==> src/adp_pkg.sv <==
// Shared constants and types for the converter parallel read port
package adp_pkg;
  localparam int unsigned CLK_HZ          = 50_000_000;
  localparam int unsigned RESULT_W        = 12;
  localparam int unsigned LANE_W          = 8;
  localparam int unsigned HIGH_W          = 4;
  localparam int unsigned HIGH_LSB        = 8;
  localparam real         CONV_TYP_US     = 5.5;
  localparam real         CONV_MAX_US     = 6.0;
  localparam real         ACQ_MAX_US      = 1.14;
  localparam real         ROM_GAP_US      = 1.0;
  // Typical and longest times round down
  localparam int unsigned CONV_CYC        = int'($floor(CONV_TYP_US * CLK_HZ / 1.0e6));
  localparam int unsigned CONV_MAX_CYC    = int'($floor(CONV_MAX_US * CLK_HZ / 1.0e6));
  localparam int unsigned ACQ_CYC         = int'($floor(ACQ_MAX_US * CLK_HZ / 1.0e6));
  // Least time rounds up
  localparam int unsigned ROM_GAP_CYC     = int'($ceil(ROM_GAP_US * CLK_HZ / 1.0e6));
  localparam int unsigned CNT_W           = 10;
  localparam logic [11:0] RESULT_RST      = 12'h000;
  localparam logic [11:0] SAMPLE_SEED     = 12'h0A5;
  localparam logic [11:0] SAMPLE_STEP     = 12'h0123;
  localparam logic [3:0]  HIGH_PAD        = 4'h0;

  typedef enum logic {ADP_WAIT_MODE, ADP_ROM_MODE} adp_mode_e;

  function automatic logic [7:0] adp_lane(input logic [11:0] res, input logic hi);
    adp_lane = hi ? {HIGH_PAD, res[11:8]} : res[7:0];
  endfunction
endpackage

==> src/adp_if.sv <==
// Pin bundle between host and converter port
`timescale 1ns/1ps
`default_nettype none
interface adp_if;
  logic        cs_n;
  logic        rd_n;
  logic        high_byte_select;
  logic        busy_n;
  logic [11:0] result_outputs;
  logic        result_oe;
  modport dev  (input cs_n, rd_n, high_byte_select, output busy_n, result_outputs, result_oe);
  modport host (output cs_n, rd_n, high_byte_select, input busy_n, result_outputs, result_oe);
endinterface
`default_nettype wire

==> src/adp_host.sv <==
// Host end: issues word or byte reads in wait or ROM mode
`timescale 1ns/1ps
`default_nettype none
module adp_host
  import adp_pkg::*;
#(
  parameter int unsigned CONV_CYCLES = CONV_MAX_CYC,
  parameter int unsigned GAP_CYCLES  = ROM_GAP_CYC
) (
  input  wire logic        REF_CLK,
  input  wire logic        RST_N,
  adp_if.host              PINS,
  input  wire logic        REQ,
  input  wire logic        MODE_ROM,
  input  wire logic        TWO_BYTE,
  output logic             ACK,
  output logic [11:0]      DATA,
  output logic             BUSY
);
  typedef enum logic [2:0] {H_IDLE, H_RD1, H_SPACE, H_RD2, H_RD3, H_GAP} hst_state_e;

  hst_state_e        st_r, st_nxt;
  logic [CNT_W-1:0]  cnt_r, cnt_nxt;
  logic              cs_n_r, cs_n_nxt, rd_n_r, rd_n_nxt, hb_r, hb_nxt;
  logic              ack_r, ack_nxt, rom_r, rom_nxt, two_r, two_nxt;
  logic [11:0]       data_r, data_nxt;
  logic              busy_r, busy_nxt;

  ////////////////////////////////////////////////////////////////////
  always_comb begin
    st_nxt = st_r; cnt_nxt = cnt_r; cs_n_nxt = cs_n_r; rd_n_nxt = rd_n_r;
    hb_nxt = hb_r; ack_nxt = 1'b0; rom_nxt = rom_r; two_nxt = two_r; data_nxt = data_r;
    case (st_r)
      H_IDLE: if (REQ) begin
        rom_nxt = MODE_ROM; two_nxt = TWO_BYTE;
        cs_n_nxt = 1'b0; rd_n_nxt = 1'b0; hb_nxt = 1'b0;
        cnt_nxt = '0; st_nxt = H_RD1;
      end
      H_RD1: begin
        cnt_nxt = cnt_r + CNT_W'(1);
        // Wait mode holds the read until busy returns high R08
        if (cnt_r > CNT_W'(1) && (rom_r || PINS.busy_n)) begin
          data_nxt = two_r ? {4'h0, PINS.result_outputs[7:0]} : PINS.result_outputs;
          cs_n_nxt = 1'b1; rd_n_nxt = 1'b1; cnt_nxt = '0;
          st_nxt = (two_r || rom_r) ? H_SPACE : H_GAP;
        end
      end
      H_SPACE: begin
        cnt_nxt = cnt_r + CNT_W'(1);
        // ROM two-byte waits one conversion R16, ROM word adds the gap R15
        if (!rom_r || cnt_r >= (two_r ? CNT_W'(CONV_CYCLES) : CNT_W'(CONV_CYCLES + GAP_CYCLES))) begin
          cs_n_nxt = 1'b0; rd_n_nxt = 1'b0; hb_nxt = two_r; cnt_nxt = '0;
          st_nxt = H_RD2;
        end
      end
      H_RD2: begin
        cnt_nxt = cnt_r + CNT_W'(1);
        if (cnt_r > CNT_W'(1)) begin
          if (two_r) data_nxt = {PINS.result_outputs[3:0], data_r[7:0]};
          else data_nxt = PINS.result_outputs;
          cs_n_nxt = 1'b1; rd_n_nxt = 1'b1; hb_nxt = 1'b0; cnt_nxt = '0;
          st_nxt = (rom_r && two_r) ? H_RD3 : H_GAP;
        end
      end
      H_RD3: begin
        // Third read takes low byte and restarts R17
        cnt_nxt = cnt_r + CNT_W'(1);
        if (cnt_r == CNT_W'(1)) begin
          cs_n_nxt = 1'b0; rd_n_nxt = 1'b0;
        end else if (cnt_r > CNT_W'(3)) begin
          data_nxt = {data_r[11:8], PINS.result_outputs[7:0]};
          cs_n_nxt = 1'b1; rd_n_nxt = 1'b1; cnt_nxt = '0; st_nxt = H_GAP;
        end
      end
      H_GAP: begin
        // Spacing covers conversion plus gap R15
        cnt_nxt = cnt_r + CNT_W'(1);
        if (cnt_r >= CNT_W'(CONV_CYCLES + GAP_CYCLES)) begin
          ack_nxt = 1'b1; st_nxt = H_IDLE;
        end
      end
      default: st_nxt = H_IDLE;
    endcase
    busy_nxt = (st_nxt != H_IDLE);
  end

  always_ff @(posedge REF_CLK or negedge RST_N) begin
    if (!RST_N) begin
      st_r <= H_IDLE; cnt_r <= '0; cs_n_r <= 1'b1; rd_n_r <= 1'b1; hb_r <= 1'b0;
      ack_r <= 1'b0; rom_r <= 1'b0; two_r <= 1'b0; data_r <= RESULT_RST;
      busy_r <= 1'b0;
    end else begin
      st_r <= st_nxt; cnt_r <= cnt_nxt; cs_n_r <= cs_n_nxt; rd_n_r <= rd_n_nxt; hb_r <= hb_nxt;
      ack_r <= ack_nxt; rom_r <= rom_nxt; two_r <= two_nxt; data_r <= data_nxt;
      busy_r <= busy_nxt;
    end
  end

  assign PINS.cs_n             = cs_n_r;
  assign PINS.rd_n             = rd_n_r;
  assign PINS.high_byte_select = hb_r;
  assign ACK                   = ack_r;
  assign DATA                  = data_r;
  assign BUSY                  = busy_r;
endmodule
`default_nettype wire

==> src/flat_wrapper.sv <==
// flat-port wrapper written by rule: the top's interface ports become plain ports
module adp_host_flat import adp_pkg::*;
#(
  parameter int unsigned CONV_CYCLES = CONV_MAX_CYC,
  parameter int unsigned GAP_CYCLES  = ROM_GAP_CYC
)
  (REF_CLK, RST_N, REQ, MODE_ROM, TWO_BYTE, ACK, DATA, BUSY, PINS_cs_n, PINS_rd_n, PINS_high_byte_select, PINS_busy_n, PINS_result_outputs, PINS_result_oe);
  adp_if PINS_i ();
  input  wire logic REF_CLK;
  input  wire logic RST_N;
  input  wire logic REQ;
  input  wire logic MODE_ROM;
  input  wire logic TWO_BYTE;
  output logic ACK;
  output logic [11:0] DATA;
  output logic BUSY;
  output wire logic [$bits(PINS_i.cs_n)-1:0] PINS_cs_n;
  output wire logic [$bits(PINS_i.rd_n)-1:0] PINS_rd_n;
  output wire logic [$bits(PINS_i.high_byte_select)-1:0] PINS_high_byte_select;
  input wire logic [$bits(PINS_i.busy_n)-1:0] PINS_busy_n;
  input wire logic [$bits(PINS_i.result_outputs)-1:0] PINS_result_outputs;
  input wire logic [$bits(PINS_i.result_oe)-1:0] PINS_result_oe;
  assign PINS_cs_n = PINS_i.cs_n;
  assign PINS_rd_n = PINS_i.rd_n;
  assign PINS_high_byte_select = PINS_i.high_byte_select;
  assign PINS_i.busy_n = PINS_busy_n;
  assign PINS_i.result_outputs = PINS_result_outputs;
  assign PINS_i.result_oe = PINS_result_oe;
  adp_host #(.CONV_CYCLES(CONV_CYCLES), .GAP_CYCLES(GAP_CYCLES)) u_core (.REF_CLK(REF_CLK), .RST_N(RST_N), .PINS(PINS_i), .REQ(REQ), .MODE_ROM(MODE_ROM), .TWO_BYTE(TWO_BYTE), .ACK(ACK), .DATA(DATA), .BUSY(BUSY));
endmodule
==> config.mk <==
export PLATFORM = sky130hd
export DESIGN_NAME = adp_host_flat
export DESIGN_NICKNAME = d
export VERILOG_FILES = /design/src/adp_pkg.sv /design/src/adp_if.sv /design/src/adp_host.sv /design/src/flat_wrapper.sv
export SDC_FILE = /design/constraint.sdc
export NUM_CORES = 1
export LEC_CHECK = 0
export BUFFER_PORTS_ARGS = -buffer_cell sky130_fd_sc_hd__buf_2
export CORE_UTILIZATION = 40
export CTS_CLUSTER_DIAMETER = 200
export DETAILED_ROUTE_END_ITERATION = 7
export GPL_ROUTABILITY_DRIVEN = 0
export PLACE_DENSITY = 0.69
export RECOVER_POWER = 50
export SLEW_MARGIN = 20
export SYNTH_ARGS = -nofsm -noshare
export SYNTH_HDL_FRONTEND = slang
export SYNTH_SLANG_ARGS = --single-unit
==> constraint.sdc <==
create_clock -name REF_CLK -period 5.05 [get_ports REF_CLK]
set_clock_uncertainty 0.05 [all_clocks]
set_input_delay 0.2525 -clock REF_CLK [delete_from_list [all_inputs] [get_ports REF_CLK]]
set_output_delay 0.2525 -clock REF_CLK [all_outputs]
set_load 0.005 [all_outputs]
# ---- Word level (Yosys, flattened, before mapping)
# Cells that the tools add are included.
dict set report word_totals {
  register_bits 31
  latch_bits 0
  mem_bits_rw 0
  rom_bits 0
  inputBits 19
  output_inout_bits 17
  elab_cells 86
  memories 0
}
dict set report op_classes {
  addsub 1
  multipliers 0
  div_mod_pow 0
  n_lt_le_gt_ge 4
  n_eq_ne 14
  n_shift 0
  mux 37
  n_bitwise 1
  reduce_logical 19
}
# operator count
set op_table {}
lappend op_table {{$mux W10} 6}
lappend op_table {{$mux W12} 5}
lappend op_table {{$pmux W10 S6} 1}
lappend op_table {{$pmux W12 S3} 1}
lappend op_table {{$mux W3} 8}
lappend op_table {{$pmux W3 S6} 1}
lappend op_table {{$reduce_and A6 Y1} 2}
lappend op_table {{$mux W1} 11}
lappend op_table {{$add A10 B1 Y10 const B} 1}
lappend op_table {{$eq A10 B1 Y1 const B} 1}
lappend op_table {{$ge A10 B10 Y1} 1}
lappend op_table {{$ge A10 B9 Y1 const B} 1}
lappend op_table {{$gt A10 B1 Y1 const B} 1}
lappend op_table {{$gt A10 B2 Y1 const B} 1}
lappend op_table {{$reduce_bool A3 Y1} 3}
lappend op_table {{$mux W8} 1}
lappend op_table {{$ne A2 B1 Y1 const B} 4}
lappend op_table {{$reduce_and A4 Y1} 2}
lappend op_table {{$mux W7} 1}
lappend op_table {{$eq A3 B2 Y1 const B} 2}
lappend op_table {{$eq A3 B3 Y1 const B} 2}
lappend op_table {{$ne A2 B2 Y1 const B} 3}
lappend op_table {{$reduce_bool A6 Y1} 1}
lappend op_table {{$pmux W1 S5} 1}
lappend op_table {{11 further kinds} 15}

# ---- Logic depth before layout (Yosys ltp)
dict set report logic_depth {
  depth_word 6
  depth_mapped 8
  ltp_nobuf 8
}

# ---- Least setup slack after synthesis
# Ideal clock, no wire load.
dict set report synth_timing {
  path_kind {reg2reg}
  start {register u_core.two_r}
  end {register u_core.busy_r (netlist: u_core.BUSY)}
  setup_ns 0.131
  t_arrival_ns 2.027
  t_required_ns 4.869
  path_slack_ns 2.841
  path_stages_with_launch 8
  path_buffers 0
  synth_period_minus_slack_ns 2.209
  path_cell_list {dfrtp_1 > inv_1 > ha_1 > a21o_1 > o2111ai_1 > a211oi_1 > or3_1 > or3_1}
}
dict set report synth_between {
  elab_chain_len 6
  word_cells_on_any_way 12
  cone_classes {order compare: 1; mux: 7; reduce/logical: 4}
}
# element line
set synth_rtl {}
lappend synth_rtl {{start, declared} adp_host.sv:25} ;# logic ack_r, ack_nxt, rom_r, rom_nxt, two_r, two_nxt;
lappend synth_rtl {{start signal, assigned} adp_host.sv:94} ;# ack_r <= ack_nxt; rom_r <= rom_nxt; two_r <= two_nxt; data_r <= data_nxt;
lappend synth_rtl {{$mux W7} adp_host.sv:51} ;# if (!rom_r || cnt_r >= (two_r ? CNT_W'(CONV_CYCLES) : CNT_W'(CONV_CYCLES + GAP_CYCLES))) begin
lappend synth_rtl {{$ge A10 B10 Y1} adp_host.sv:51}
lappend synth_rtl {{$logic_or A1 B1 Y1} adp_host.sv:51}
lappend synth_rtl {{$mux W3} adp_host.sv:51}
lappend synth_rtl {{$pmux W3 S6 (*)} adp_host.sv:33} ;# case (st_r)
lappend synth_rtl {{net u_core.st_nxt[0]} adp_host.sv:22} ;# hst_state_e st_r, st_nxt;
lappend synth_rtl {{$reduce_bool A3 Y1 (*)} adp_host.sv:84} ;# busy_nxt = (st_nxt != H_IDLE);
lappend synth_rtl {{net u_core.busy_nxt} adp_host.sv:27} ;# logic busy_r, busy_nxt;
lappend synth_rtl {{end signal, assigned} adp_host.sv:95} ;# busy_r <= busy_nxt;
lappend synth_rtl {{end, declared} adp_host.sv:27}
# Mark *: on every way through the listed nets, which the timed path passes. The rest lies on a longest branch.
# A chain may end at the register's enable or synchronous reset.

# ---- Final worst setup path
# Same ends and word-level chain as after synthesis.

==> impl_metrics.yaml <==
status:
  status: "complete, but fails checks"
  violations: "max-capacitance violations, max-slew violations"
synthesis:
  syn_nets: 214
  netlist_area_um2: 1820
  synthTopCellsByArea: "dfrtp_1 41%, mux2_2 5.6%, ha_1 5.5%, nand2_1 3.1%, o21ai_0 3.0%"
  synth_cell_types: 49
  synth_area_leader_cell: "dfrtp_1"
  yosysSeqAreaShare: 0.427
  ys_async_sr_fraction: 1.00
  ys_seq_elements: 31
  synth_edf_count: 0
  synth_common_cells: "30 x dfrtp_1, 15 x nand2_1, 14 x nor2_1"
  ys_warn_count: 0
  synth_flop_cell: "dfrtp_1"
  syn_inst: 187
  yosysTopAreaCellShare: 0.412
  syn_area_per_cell_um2: 9.74
  synth.most_common_cell: "dfrtp_1"
cts:
  h-tree-depth: 2
  clk_pin_slew_ns: 0.07
  cts_resized: 0
  clkLatencyLatePin_ns: 0.28
  cts_buffers: 5
  hold_buffers: 1
  clock_sinks: 31
  cts-root-buf: "clkbuf_8"
  cts_tree: "done"
  cts_buffer_depth: 2
  cts_setup_buffers: 0
drt:
  via_per_inst: 5.45
  highest_layer: "met4"
  firstDrtPassIters: 4
  wl_met1_um: 1750
  wl_per_cell_um: 13.8
  ant_nets: 0
  drtIter0Drc: 96
  dr_wl_met2_um: 1820
  vias: 1505
  drt-total-wl_um: 3820
  drc: 0
  met3_length_um: 202
power:
  p_per_area_nw_per_um2: 591
  leakage_uw: 0.000978
  ir_drop_mv: 0.167
  p_total_uw: 1260
worst_hold_path:
  hold_path_startpoint: "TWO_BYTE"
  hold_class: "in2reg"
timing:
  finalHoldViolations: 0
  rsz0062_at_grt: "false"
  tightest_slew_ns: 1.66
  relSlewSlack: -0.106
  holdWs_ns: 0.140
  maxSlewViolCount: 32
  finalCritPeriodShare: 0.494
  fin_crit_ns: 2.49
  tns_ns: 0
  clock.fmax_mhz: 401
  final-setup-viol-count: 0
critical_path:
  worstSetupPathType: "reg2reg"
  cp.required_ns: 5.15
  cp_max_fo: 9
  cp-startpoint: "u_core.two_r"
  cp_slowest_cell: "dfrtp_1"
  cp_data_arrival_time_ns: 2.60
  r2r_start: "u_core.two_r"
  crit_top_cell: "or3_1"
  crit_path_start_kind: "register"
  cpPeakStageDelay_ns: 0.53
  path_cells: "inv_1 > ha_1 > nand4_1 > a21oi_1 > o2111ai_1 > a211oi_1 > or3_1 > or3_1"
  endpoint_kind: "register"
final_layout:
  stdcell_count: 276
  drive_above_1_share: 0.259
  area_growth_pct: 17.0
  final_net_count: 250
  n_fill_cell: 414
  insertedDiodeCount: 0
floorplan:
  start_util: 0.418
  ios: 36
  coreArea_um2: 4350
  die_w_um: 69.5
  rows: 24
  die_area_um2: 4820
  die_y_um: 69.5
global_route:
  grt_max_degree: 32
  antenna_found_initial: 0
  grt_pass1_wl_um: 6620
  track_usage: 0.171
  grt_pass1_vias: 1471
  overflow: 0
run:
  max-cap-violations: 1
placement:
  place_inst: 267
  place_hpwl_um: 2820
  io_buffer_count: 34
==> power breakdown <==
group	internal (uW)	leakage (uW)	switching (uW)	total (uW)
sequential	333	0.000394	103	436
combinational	268	0.000523	304	572
clock	159	0.0000612	92.2	252
total	761	0.000978	499	1260
==> cell usage in the layout (no fill, tap or decap), types with 2 or more instances in the layout <==
cell type / instances
a21oi_1: 8
a21oi_2: 2
a22oi_1: 4
a31oi_1: 2
and3_1: 2
buf_2: 29
clkbuf_1: 5
clkbuf_8: 6
dfrtp_1: 30
ha_1: 8
inv_1: 10
mux2_2: 9
mux2i_1: 2
nand2_1: 15
nand2b_1: 3
nand3_1: 5
nand4_1: 3
nor2_1: 14
nor3_1: 10
nor4_1: 3
nor4_4: 2
o211ai_1: 3
o21ai_0: 11
o22ai_1: 4
or3_1: 2
xnor2_1: 2
xor2_1: 5
==> routing by layer <==
metal,global-route usage,vias to the layer above
met5,0,-
met4,0.0612,0
met3,0.0465,6
met2,0.279,43
met1,0.216,709
li1,-,747
==> layout make-up <==
cell class / instances / area, um2 / share of cell area
Clock buffer: 6 / 82.6 / 0.0388
Clock inverter: 2 / 35.0 / 0.0165
Inverter: 10 / 37.5 / 0.0176
Multi-Input combinational cell: 140 / 958 / 0.450
Sequential cell: 31 / 777 / 0.365
Tap cell: 52 / 65.1 / 0.0306
Timing Repair Buffer: 35 / 174 / 0.0817
==> critical path: cells and delay by family, from the launching register on <==
family,cells,cell delay (ns)
adders and majority gates,1,0.33
DFF,1,0.53
and+or+nand+nor,3,0.80
AOI/OAI and AO/OA,3,0.51
buffers and inverters,1,0.16
==> through the flow <==
| stage | util | setup slack [ns] | area, um2 |
|---|---|---|---|
| after global placement | 0.461 | 2.57 | 2010 |
| after global routing | 0.489 | 2.41 | 2130 |
| final | 0.489 | 2.56 | 2130 |
| after CTS | 0.491 | 2.54 | 2140 |
| after floorplan | - | 2.84 | 1820 |
| after detailed placement | 0.461 | 2.56 | 2010 |
==> worst paths after layout <==
path | end | slack [ns] | cells after the start
max in group asynchronous | u_core.DATA[3] | 3.10 | 2
worst max-delay path | u_core.BUSY | 2.56 | 8
worst max register to register | u_core.BUSY | 2.56 | 8
worst min-delay path | u_core.two_r | 0.14 | 3
min in group asynchronous | u_core.st_r[1] | 0.88 | 2
worst min register to register | u_core.DATA[8] | 0.44 | 2
==> flip-flops by register name (all words and copies together), names as in the netlist <==
| signal | cells |
|---|---|
| u_core.BUSY | 1 |
| u_core.st_r | 3 |
| u_core.cnt_r | 10 |
| u_core.ACK | 1 |
| u_core.two_r | 1 |
| u_core.PINS.cs_n | 1 |
| u_core.rom_r | 1 |
| u_core.PINS.high_byte_select | 1 |
| u_core.DATA | 12 |
==> logic make-up (layout without fill, tap and decap cells) <==
logic type,count (synthesis),count (layout),synth area share
AO/OA/AOI/OAI,43,43,0.153
XOR/XNOR,7,7,0.0337
buffers and inverters,16,53,0.0467
flip-flops,31,31,0.427
adder cells (fa/ha/maj),8,8,0.0550
AND/OR/NAND/NOR,71,71,0.219
multiplexers,11,11,0.0667
(Power assumes the default switching activity.)
